[src/pkg/atc_pkg.sv]
// Purpose: Shared constants for the converter timing control block
// Assumes: 32-bit AHB-Lite register bus, one word per register
// Notes:   Alias offsets follow the control register in word order
package atc_pkg;

    // ------------------------------------------------------------
    // Register map
    // ------------------------------------------------------------
    localparam logic [3:0] OFS_CTL = 4'h0;
    localparam logic [3:0] OFS_CLR = 4'h4;
    localparam logic [3:0] OFS_SET = 4'h8;
    localparam logic [3:0] OFS_INV = 4'hc;
    localparam int         ADDR_LO = 2;
    localparam int         ADDR_HI = 3;

    // ------------------------------------------------------------
    // Field layout
    // ------------------------------------------------------------
    localparam int SRC_BIT  = 15;
    localparam int SAMC_LSB = 8;
    localparam int SAMC_MSB = 12;
    localparam int DIV_LSB  = 0;
    localparam int DIV_MSB  = 7;

    // Implemented bits: 15, 12..0
    localparam logic [31:0] CTL_MASK  = 32'h0000_9fff;
    localparam logic [31:0] CTL_RESET = 32'h0000_0000;
    localparam logic [31:0] ALIAS_RD  = 32'h0000_0000;

    // ------------------------------------------------------------
    // Bus encodings
    // ------------------------------------------------------------
    localparam logic [1:0] HTRANS_NONSEQ = 2'h2;
    localparam logic [2:0] HSIZE_WORD    = 3'h2;

    // ------------------------------------------------------------
    // Timing
    // ------------------------------------------------------------
    localparam int HCLK_PERIOD_NS = 10;
    localparam int DIV_SCALE      = 2;

    typedef enum logic [1:0]
    {
        ATC_IDLE   = 2'b01,
        ATC_SAMPLE = 2'b10
    } atc_samp_t;

endpackage

[src/logic/atc_timing_ctl.sv]
// Purpose: Converter timing control register with clear/set/invert aliases
//          and the conversion clock and auto-sample timing derived from it
// Assumes: hclk is the peripheral bus clock; rc_osc_tick is a synchronous
//          one-cycle pulse per internal RC oscillator period
// Notes:   Zero-wait AHB-Lite slave, always OKAY
//
// Notes on behaviour
// (RULE1) Source bit one picks RC oscillator; zero picks bus-clock divider.
// (RULE2) Five-bit sample field gives sampling length in conversion clock periods.
// (RULE3) Divided conversion period is bus period times two times divider plus one.
// (RULE4) Clear alias write zeroes every control bit written as one.
// (RULE5) Set alias write forces to one every control bit written as one.
// (RULE6) Invert alias write toggles every control bit written as one.
// (RULE7) Alias writes never touch unimplemented or reserved bit positions.
// (RULE8) Alias reads return no meaningful value; software ignores them.
// (RULE9) Zero bits in an invert alias write leave the control bits unchanged.
// (RULE10) Reserved bits 31..16 and 14..13 read zero; software writes zero.
`timescale 1ns/1ps

module atc_timing_ctl
(
    input  wire logic        hclk,
    input  wire logic        hresetn,
    input  wire logic        hsel,
    input  wire logic [31:0] haddr,
    input  wire logic [1:0]  htrans,
    input  wire logic        hwrite,
    input  wire logic [2:0]  hsize,
    input  wire logic [31:0] hwdata,
    input  wire logic        hready,
    output logic      [31:0] hrdata,
    output logic             hreadyout,
    output logic             hresp,
    input  wire logic        rc_osc_tick,
    input  wire logic        sample_start,
    output logic             conv_clock_source_select,
    output logic      [4:0]  auto_sample_duration,
    output logic      [7:0]  conv_clock_divider,
    output logic             conv_clock,
    output logic             conv_tick,
    output logic             sampling,
    output logic             sample_done
);

    // ------------------------------------------------------------
    // State
    // ------------------------------------------------------------
    typedef struct packed
    {
        logic [31:0]       ctl;
        logic              wr_pend;
        logic [1:0]        wr_idx;
        logic [31:0]       rdata;
        logic              ready;
        logic              resp;
        logic [7:0]        div_cnt;
        logic              cclk;
        logic              ctick;
        atc_pkg::atc_samp_t samp;
        logic [4:0]        samp_cnt;
        logic              done;
    } atc_state_t;

    atc_state_t q;
    atc_state_t d;

    localparam atc_state_t STATE_RESET = '{
        ctl:      atc_pkg::CTL_RESET,
        wr_pend:  1'b0,
        wr_idx:   2'h0,
        rdata:    32'h0000_0000,
        ready:    1'b1,
        resp:     1'b0,
        div_cnt:  8'h00,
        cclk:     1'b0,
        ctick:    1'b0,
        samp:     atc_pkg::ATC_IDLE,
        samp_cnt: 5'h00,
        done:     1'b0
    };

    function automatic logic [1:0] reg_index(input logic [31:0] addr);
        reg_index = addr[atc_pkg::ADDR_HI:atc_pkg::ADDR_LO];
    endfunction

    function automatic logic is_mapped(input logic [31:0] addr);
        is_mapped = (addr[31:4] == 28'h0000000) && (addr[1:0] == 2'h0);
    endfunction

    logic        take;
    logic [31:0] wmask;
    logic [31:0] ctl_n;
    logic [7:0]  div_v;
    logic [4:0]  samc_v;

    // ------------------------------------------------------------
    // Next state
    // ------------------------------------------------------------
    always_comb
    begin
        d     = q;
        take  = hsel && hready && (htrans == atc_pkg::HTRANS_NONSEQ);
        wmask = hwdata & atc_pkg::CTL_MASK;                          // RULE7 RULE10
        ctl_n = q.ctl;
        div_v = q.ctl[atc_pkg::DIV_MSB:atc_pkg::DIV_LSB];
        samc_v = q.ctl[atc_pkg::SAMC_MSB:atc_pkg::SAMC_LSB];

        // Data phase of a write lands in the control register
        if (q.wr_pend)
        begin
            unique case (q.wr_idx)
                atc_pkg::OFS_CTL[3:2]: ctl_n = wmask;
                atc_pkg::OFS_CLR[3:2]: ctl_n = q.ctl & ~wmask;               // RULE4
                atc_pkg::OFS_SET[3:2]: ctl_n = q.ctl | wmask;                // RULE5
                atc_pkg::OFS_INV[3:2]: ctl_n = q.ctl ^ wmask;                // RULE6 RULE9
            endcase
        end
        d.ctl = ctl_n;

        // Address phase; reads see a write completing in the same edge
        d.wr_pend = take && hwrite && is_mapped(haddr);
        d.wr_idx  = reg_index(haddr);
        d.ready   = 1'b1;
        d.resp    = 1'b0;
        if (take && !hwrite)
        begin
            if (is_mapped(haddr) && reg_index(haddr) == atc_pkg::OFS_CTL[3:2])
            begin
                d.rdata = ctl_n & atc_pkg::CTL_MASK;                 // RULE10
            end
            else
            begin
                d.rdata = atc_pkg::ALIAS_RD;                         // RULE8
            end
        end

        // ------------------------------------------------------------
        // Conversion clock
        // ------------------------------------------------------------
        d.ctick = 1'b0;
        if (q.ctl[atc_pkg::SRC_BIT])
        begin
            // RC source: one conversion period per oscillator tick
            d.div_cnt = 8'h00;
            d.ctick   = rc_osc_tick;                                 // RULE1
            d.cclk    = rc_osc_tick;
        end
        else if (q.div_cnt >= div_v)
        begin
            // Half period is divider plus one bus periods
            d.div_cnt = 8'h00;                                       // RULE3
            d.cclk    = ~q.cclk;
            d.ctick   = ~q.cclk;                                     // RULE1
        end
        else
        begin
            d.div_cnt = q.div_cnt + 8'h01;
        end

        // ------------------------------------------------------------
        // Auto-sample timer
        // ------------------------------------------------------------
        d.done = 1'b0;
        unique case (q.samp)
            atc_pkg::ATC_IDLE:
            begin
                d.samp_cnt = 5'h00;
                if (sample_start)
                begin
                    d.samp = atc_pkg::ATC_SAMPLE;
                end
            end
            atc_pkg::ATC_SAMPLE:
            begin
                // Zero is not a legal length; it runs 32 periods
                if (q.ctick)
                begin
                    d.samp_cnt = q.samp_cnt + 5'h01;
                    if (q.samp_cnt + 5'h01 == samc_v)                // RULE2
                    begin
                        d.samp = atc_pkg::ATC_IDLE;
                        d.done = 1'b1;
                    end
                end
            end
        endcase
    end

    always_ff @(posedge hclk or negedge hresetn)
    begin
        if (!hresetn)
        begin
            q <= STATE_RESET;
        end
        else
        begin
            q <= d;
        end
    end

    // ------------------------------------------------------------
    // Outputs
    // ------------------------------------------------------------
    assign hrdata                   = q.rdata;
    assign hreadyout                = q.ready;
    assign hresp                    = q.resp;
    assign conv_clock_source_select = q.ctl[atc_pkg::SRC_BIT];
    assign auto_sample_duration     = q.ctl[atc_pkg::SAMC_MSB:atc_pkg::SAMC_LSB];
    assign conv_clock_divider       = q.ctl[atc_pkg::DIV_MSB:atc_pkg::DIV_LSB];
    assign conv_clock               = q.cclk;
    assign conv_tick                = q.ctick;
    assign sampling                 = (q.samp == atc_pkg::ATC_SAMPLE);
    assign sample_done              = q.done;

    // ------------------------------------------------------------
    // Checks
    // ------------------------------------------------------------
    // Gap between conversion ticks, spoilt by any control write
    logic [9:0] a_gap;
    logic       a_dirty;
    logic [5:0] a_samp_ticks;

    always_ff @(posedge hclk or negedge hresetn)
    begin
        if (!hresetn)
        begin
            a_gap        <= 10'h000;
            a_dirty      <= 1'b1;
            a_samp_ticks <= 6'h00;
        end
        else
        begin
            a_gap   <= conv_tick ? 10'h001 : a_gap + 10'h001;
            a_dirty <= q.wr_pend || conv_clock_source_select ||
                       (a_dirty && !conv_tick);
            if (!sampling)
            begin
                a_samp_ticks <= 6'h00;
            end
            else if (conv_tick)
            begin
                a_samp_ticks <= a_samp_ticks + 6'h01;
            end
        end
    end

    a_rc_tick_follow: assert property (                                    // RULE1
        @(posedge hclk) disable iff (!hresetn)
        conv_clock_source_select && !q.wr_pend && rc_osc_tick |=> conv_tick)
        else $error("RC tick not passed to conversion clock");

    a_bus_period: assert property (                                        // RULE3
        @(posedge hclk) disable iff (!hresetn)
        conv_tick && !a_dirty && !conv_clock_source_select
        |-> a_gap == 10'(atc_pkg::DIV_SCALE * (int'(conv_clock_divider) + 1)))
        else $error("Conversion period does not match divider");

    a_clear_alias: assert property (                                       // RULE4
        @(posedge hclk) disable iff (!hresetn)
        q.wr_pend && q.wr_idx == atc_pkg::OFS_CLR[3:2]
        |=> q.ctl == ($past(q.ctl) & ~($past(hwdata) & atc_pkg::CTL_MASK)))
        else $error("Clear alias result wrong");

    a_set_alias: assert property (                                         // RULE5
        @(posedge hclk) disable iff (!hresetn)
        q.wr_pend && q.wr_idx == atc_pkg::OFS_SET[3:2]
        |=> q.ctl == ($past(q.ctl) | ($past(hwdata) & atc_pkg::CTL_MASK)))
        else $error("Set alias result wrong");

    a_invert_alias: assert property (                                      // RULE6 RULE9
        @(posedge hclk) disable iff (!hresetn)
        q.wr_pend && q.wr_idx == atc_pkg::OFS_INV[3:2]
        |=> q.ctl == ($past(q.ctl) ^ ($past(hwdata) & atc_pkg::CTL_MASK)))
        else $error("Invert alias result wrong");

    a_reserved_zero: assert property (                                     // RULE7 RULE10
        @(posedge hclk) disable iff (!hresetn)
        (q.ctl & ~atc_pkg::CTL_MASK) == 32'h0000_0000)
        else $error("Reserved control bit set");

    a_alias_read: assert property (                                        // RULE8
        @(posedge hclk) disable iff (!hresetn)
        hsel && hready && htrans == atc_pkg::HTRANS_NONSEQ && !hwrite &&
        haddr[3:2] != 2'h0 |=> hrdata == atc_pkg::ALIAS_RD)
        else $error("Alias read not zero");

    a_sample_len: assert property (                                        // RULE2
        @(posedge hclk) disable iff (!hresetn)
        sample_done && !$past(q.wr_pend, 1) && auto_sample_duration != 5'h00
        |-> a_samp_ticks == {1'b0, auto_sample_duration})
        else $error("Sampling length wrong");

    a_bus_okay: assert property (
        @(posedge hclk) disable iff (!hresetn)
        hreadyout && !hresp)
        else $error("Bus not ready or error response");

endmodule

[config.mk]
export PLATFORM = sky130hd
export DESIGN_NAME = atc_timing_ctl
export DESIGN_NICKNAME = d
export VERILOG_FILES = /design/src/pkg/atc_pkg.sv /design/src/logic/atc_timing_ctl.sv
export SDC_FILE = /design/constraint.sdc
export NUM_CORES = 1
export LEC_CHECK = 0
export BUFFER_PORTS_ARGS = -buffer_cell sky130_fd_sc_hd__buf_2
export CAP_MARGIN = 5
export CORE_MARGIN = 5
export CORE_UTILIZATION = 50
export CTS_BUF_LIST = sky130_fd_sc_hd__clkbuf_4 sky130_fd_sc_hd__clkbuf_8 sky130_fd_sc_hd__clkbuf_16
export CTS_CLUSTER_SIZE = 12
export DETAILED_ROUTE_END_ITERATION = 6
export PLACE_DENSITY = 0.93
export SYNTH_ARGS = -nofsm -noshare
export SYNTH_HDL_FRONTEND = slang
export SYNTH_SLANG_ARGS = --single-unit
[constraint.sdc]
create_clock -name hclk -period 2.1 [get_ports hclk]
set_input_delay 0.105 -clock hclk [delete_from_list [all_inputs] [get_ports hclk]]
set_output_delay 0.105 -clock hclk [all_outputs]
set_load 0.01 [all_outputs]
==> impl_results.html <==
<table>
<tr><th>Metric</th><th>Value</th></tr>
<tr><th colspan="2">Run status</th></tr>
<tr><td>Result of the run</td><td>finished clean</td></tr>
<tr><th colspan="2">Clock tree</th></tr>
<tr><td>Clock latency on the worst-skew pair</td><td>0.30 ns</td></tr>
<tr><td>Register clock-pin slew on the reported worst setup and hold paths</td><td>0.10 ns</td></tr>
<tr><td>Clock tree sinks</td><td>49</td></tr>
<tr><td>TritonCTS clock tree</td><td>built</td></tr>
<tr><td>Buffer count from post-CTS setup fixing</td><td>0</td></tr>
<tr><td>Clock tree root driver cell</td><td>clkbuf_8</td></tr>
<tr><td>Maximum count of clock buffers along a single path</td><td>2</td></tr>
<tr><td>Depth of the CTS H-tree</td><td>2</td></tr>
<tr><td>Number of CTS-inserted buffers</td><td>5</td></tr>
<tr><th colspan="2">Global routing</th></tr>
<tr><td>Antenna violations before repair</td><td>0</td></tr>
<tr><td>Global-route usage over all layers</td><td>0.174</td></tr>
<tr><td>Number of global-route vias before repair</td><td>2720</td></tr>
<tr><td>Wire length of the first global-routing pass</td><td>12200 um</td></tr>
<tr><td>Total congestion overflow after global routing</td><td>0</td></tr>
<tr><td>Largest net degree at the start of global routing</td><td>25</td></tr>
<tr><th colspan="2">Timing</th></tr>
<tr><td>Final Hold Violating Endpoints</td><td>0</td></tr>
<tr><td>Smallest hold slack</td><td>0.0370 ns</td></tr>
<tr><td>Worst Max-Slew Pin Slew</td><td>0.561 ns</td></tr>
<tr><td>Setup clock skew after layout</td><td>0.0101 ns</td></tr>
<tr><td>Final setup fails</td><td>0</td></tr>
<tr><td>Post-route clock period utilization</td><td>0.937</td></tr>
<tr><td>Final max-slew violation count</td><td>0</td></tr>
<tr><td>Setup WS post-layout</td><td>0.133 ns</td></tr>
<tr><td>Upper clock frequency limit</td><td>0.508 GHz</td></tr>
<tr><td>RSZ-0062 raised after global routing</td><td>no</td></tr>
<tr><td>Accumulated negative setup slack</td><td>0 ns</td></tr>
<tr><td>Tmin final</td><td>1.97 ns</td></tr>
<tr><td>Relative max-transition margin</td><td>0.626</td></tr>
<tr><th colspan="2">Final layout</th></tr>
<tr><td>Nets</td><td>526</td></tr>
<tr><td>Area Growth Syn to Fin</td><td>11.7%</td></tr>
<tr><td>Diode count</td><td>0</td></tr>
<tr><td>Layout Cells excl Fill</td><td>509</td></tr>
<tr><td>Layout cells sized above 1</td><td>0.298</td></tr>
<tr><td>Core utilization of the finished layout</td><td>0.573</td></tr>
<tr><td>Post-layout instance area</td><td>3900 sq um</td></tr>
<tr><th colspan="2">Critical path</th></tr>
<tr><td>Cell Chain, Critical Path</td><td>inv_1, ha_1, nor4_1, o21ai_1, a311o_1, nor2_1</td></tr>
<tr><td>Required time of the worst setup path</td><td>2.33 ns</td></tr>
<tr><td>Destination of the worst register-to-register timing path</td><td>q[17]</td></tr>
<tr><td>Startpoint types</td><td>flip-flop</td></tr>
<tr><td>Slowest CP cell</td><td>a311o_1</td></tr>
<tr><td>Crit. End Element</td><td>flip-flop</td></tr>
<tr><td>R2R setup slack</td><td>0.13 ns</td></tr>
<tr><td>Critical path class</td><td>reg2reg</td></tr>
<tr><td>Max incr delay on CP</td><td>0.49 ns</td></tr>
<tr><td>Number of cells traversed by the worst register-to-register path</td><td>6</td></tr>
<tr><td>Maximum fanout along the worst path</td><td>7</td></tr>
<tr><td>Launching point of the worst reg2reg path</td><td>conv_clock_divider[2]</td></tr>
<tr><td>Worst Path Arrival</td><td>2.19 ns</td></tr>
<tr><th colspan="2">Detailed routing</th></tr>
<tr><td>Total via count in the routed design</td><td>2492</td></tr>
<tr><td>Number of DRC violations after detailed-routing iteration 0</td><td>104</td></tr>
<tr><td>Post-detailed-route wirelength per cell</td><td>14.2 um</td></tr>
<tr><td>Post-DR vias/cell</td><td>4.90</td></tr>
<tr><td>Detailed-routing iteration count for the pre-antenna-repair pass</td><td>4</td></tr>
<tr><td>DRC viols</td><td>0</td></tr>
<tr><td>Final Routed Wirelength</td><td>7250 um</td></tr>
<tr><td>Number of nets with antenna violations after detailed routing</td><td>0</td></tr>
<tr><th colspan="2">Synthesis</th></tr>
<tr><td>Most instantiated flip-flop cell in the synthesis netlist</td><td>dfrtp_1</td></tr>
<tr><td>Fraction of synthesized cell area taken by the top area cell type</td><td>0.344</td></tr>
<tr><td>Count of synthesis-stage warnings from yosys</td><td>0</td></tr>
<tr><td>Top cell types by occurrence after synthesis</td><td>inv_1 (61), dfrtp_1 (48), buf_4 (47)</td></tr>
<tr><td>Compound-Gate Fraction of Synth Area</td><td>0.0434</td></tr>
<tr><td>Number of enable flip-flop cells after synthesis</td><td>0</td></tr>
<tr><td>Synth Register Bits</td><td>49</td></tr>
<tr><td>Portion of the post-synthesis area used by sequential elements</td><td>0.352</td></tr>
<tr><td>Post-synthesis cell area</td><td>3490 sq um</td></tr>
<tr><td>Async SR Flop Fraction</td><td>1.00</td></tr>
<tr><td>Most repeated cell in the gate-level netlist after synthesis</td><td>inv_1</td></tr>
<tr><td>Synthesized area per cell</td><td>10.1 sq um</td></tr>
<tr><td>Post-synthesis share of cell area spent on and, or, nand and nor gates</td><td>0.106</td></tr>
<tr><td>Area share of xor/xnor cells in the synthesized design</td><td>0.0452</td></tr>
<tr><td>Synth area leader</td><td>dfrtp_1</td></tr>
<tr><td>Adder-cell area share of the yosys netlist</td><td>0.136</td></tr>
<tr><td>Cells taking the most area after synthesis</td><td>dfrtp_1 (34%), ha_1 (14%), buf_4 (10%)</td></tr>
<tr><td>Netlist cell types</td><td>37</td></tr>
<tr><td>Dominant combinational cell family by area after synthesis</td><td>buffers and inverters</td></tr>
<tr><td>Proportion of synthesized area in mux cells</td><td>0.133</td></tr>
<tr><td>Number of standard cells after synthesis</td><td>347</td></tr>
<tr><th colspan="2">Worst hold path</th></tr>
<tr><td>Worst min-delay path category</td><td>in2reg</td></tr>
<tr><td>Launch point of the worst hold path</td><td>sample_start</td></tr>
<tr><td>Endpoint of the worst hold-timing path</td><td>q[7]</td></tr>
<tr><td>Worst Hold Path Cells</td><td>3</td></tr>
<tr><th colspan="2">Pwr</th></tr>
<tr><td>Overall power consumption</td><td>1.71 mW</td></tr>
<tr><td>Power Density</td><td>439 nW/um^2</td></tr>
<tr><td>LEAKAGE</td><td>2.10 nW</td></tr>
<tr><td>Worst IR drop on VDD</td><td>0.241 mV</td></tr>
<tr><th colspan="2">Placement</th></tr>
<tr><td>Post-Place Setup Slack</td><td>0.217 ns</td></tr>
<tr><td>Final weighted congestion in routability-driven placement</td><td>0.807</td></tr>
<tr><td>Buffers added on ports</td><td>86</td></tr>
<tr><td>Post-placement cell count</td><td>498</td></tr>
<tr><td>Detail Placement HPWL</td><td>5950 um</td></tr>
<tr><td>Placed cell areas</td><td>3780 sq um</td></tr>
<tr><th colspan="2">Die</th></tr>
<tr><td>Horiz. Die Dim</td><td>93.5 um</td></tr>
<tr><td>Area inside the core boundary</td><td>6790 sq um</td></tr>
<tr><td>Full die area</td><td>8750 sq um</td></tr>
<tr><td>Die Height</td><td>93.5 um</td></tr>
<tr><td># IOs</td><td>128</td></tr>
<tr><td>Initial standard-cell utilization of the core</td><td>0.514</td></tr>
<tr><td>Row Count</td><td>30</td></tr>
<tr><th colspan="2">Run</th></tr>
<tr><td>Number of violations of the max-capacitance limit</td><td>0</td></tr>
</table>
## power breakdown
group | internal, mW | switching (mW)
Combinational | 0.101 | 0.0949
Sequential | 0.945 | 0.00709
Clock | 0.237 | 0.327
Total | 1.28 | 0.429
## repair_timing
| item | 4_1_cts | 5_1_grt |
|---|---|---|
| gates resized for setup | 0 | 1 |
| hold endpoints to repair | 14 | 0 |
| setup endpoints to repair | 0 | 7 |
| hold buffers | 3 | 0 |
## final cells by class
type | instances | area, sq um
fill | 576 | 2900
clock inverter | 3 | 21.3
inverter | 61 | 229
timing repair buffer | 97 | 533
tap | 96 | 120
sequential | 49 | 1230
clock buffer | 5 | 68.8
multi-input combinational | 198 | 1700
## worst max path at each step
stage / startpoint / end / slack (ns) / cells after the start
2_1_floorplan: conv_clock_source_select / hrdata[15] / 0.45 / 5
3_3_place_gp: conv_clock_divider[2] / q[14] / 0.30 / 6
3_5_place_dp: conv_clock_divider[2] / q[12] / 0.22 / 6
4_1_cts: conv_clock_divider[2] / q[12] / 0.09 / 6
5_1_grt: conv_clock_divider[2] / q[15] / 0.04 / 6
6_report: conv_clock_divider[2] / q[17] / 0.13 / 6
## state kept, by name, summed over array words and instances (netlist names)
register	flops
q	18
hrdata	14
conv_clock_divider	8
auto_sample_duration	5
conv_clock	1
conv_clock_source_select	1
conv_tick	1
sample_done	1
## critical path, delay by kind of cell (launching register included)
| kind | cells | cell delay, ns |
|---|---|---|
| flops | 1 | 0.41 |
| simple gates | 2 | 0.48 |
| compound gates | 2 | 0.70 |
| fa+ha+maj | 1 | 0.22 |
| buf+inv | 1 | 0.08 |
## placed cells by master (no fill, tap or decap), types with 2 or more instances in the layout
master          n
o21ai_0         4
ha_1           38
inv_1          61
nor4_2          4
o21ai_1        11
buf_2          86
nand3_1         7
dlygate4sd3_1   3
nand4_1         6
a31oi_1         2
nand2_1        17
mux4_2         14
xnor2_1         7
clkbuf_8        5
nor2_1         16
nand2b_1        2
nor4_1          6
xor2_1         11
mux2i_1        15
buf_4           7
and3_1          4
a21o_1          2
dfrtp_1        48
conb_1         20
## layer usage
layer	track usage	routed length (um)
met5	0	0
met4	0.0481	88
met3	0.0322	496
met2	0.328	3910
met1	0.201	2760
## kinds of logic after synthesis
logic type,count (synthesis)
xor gates and xnor gates,18
muxes,29
and+or+nand+nor,68
adders and majority gates,38
buffers and inverters,118
other,2
AOI/OAI and AO/OA,25
DFF,49
No activity file was read; power rests on OpenSTA's default activity.
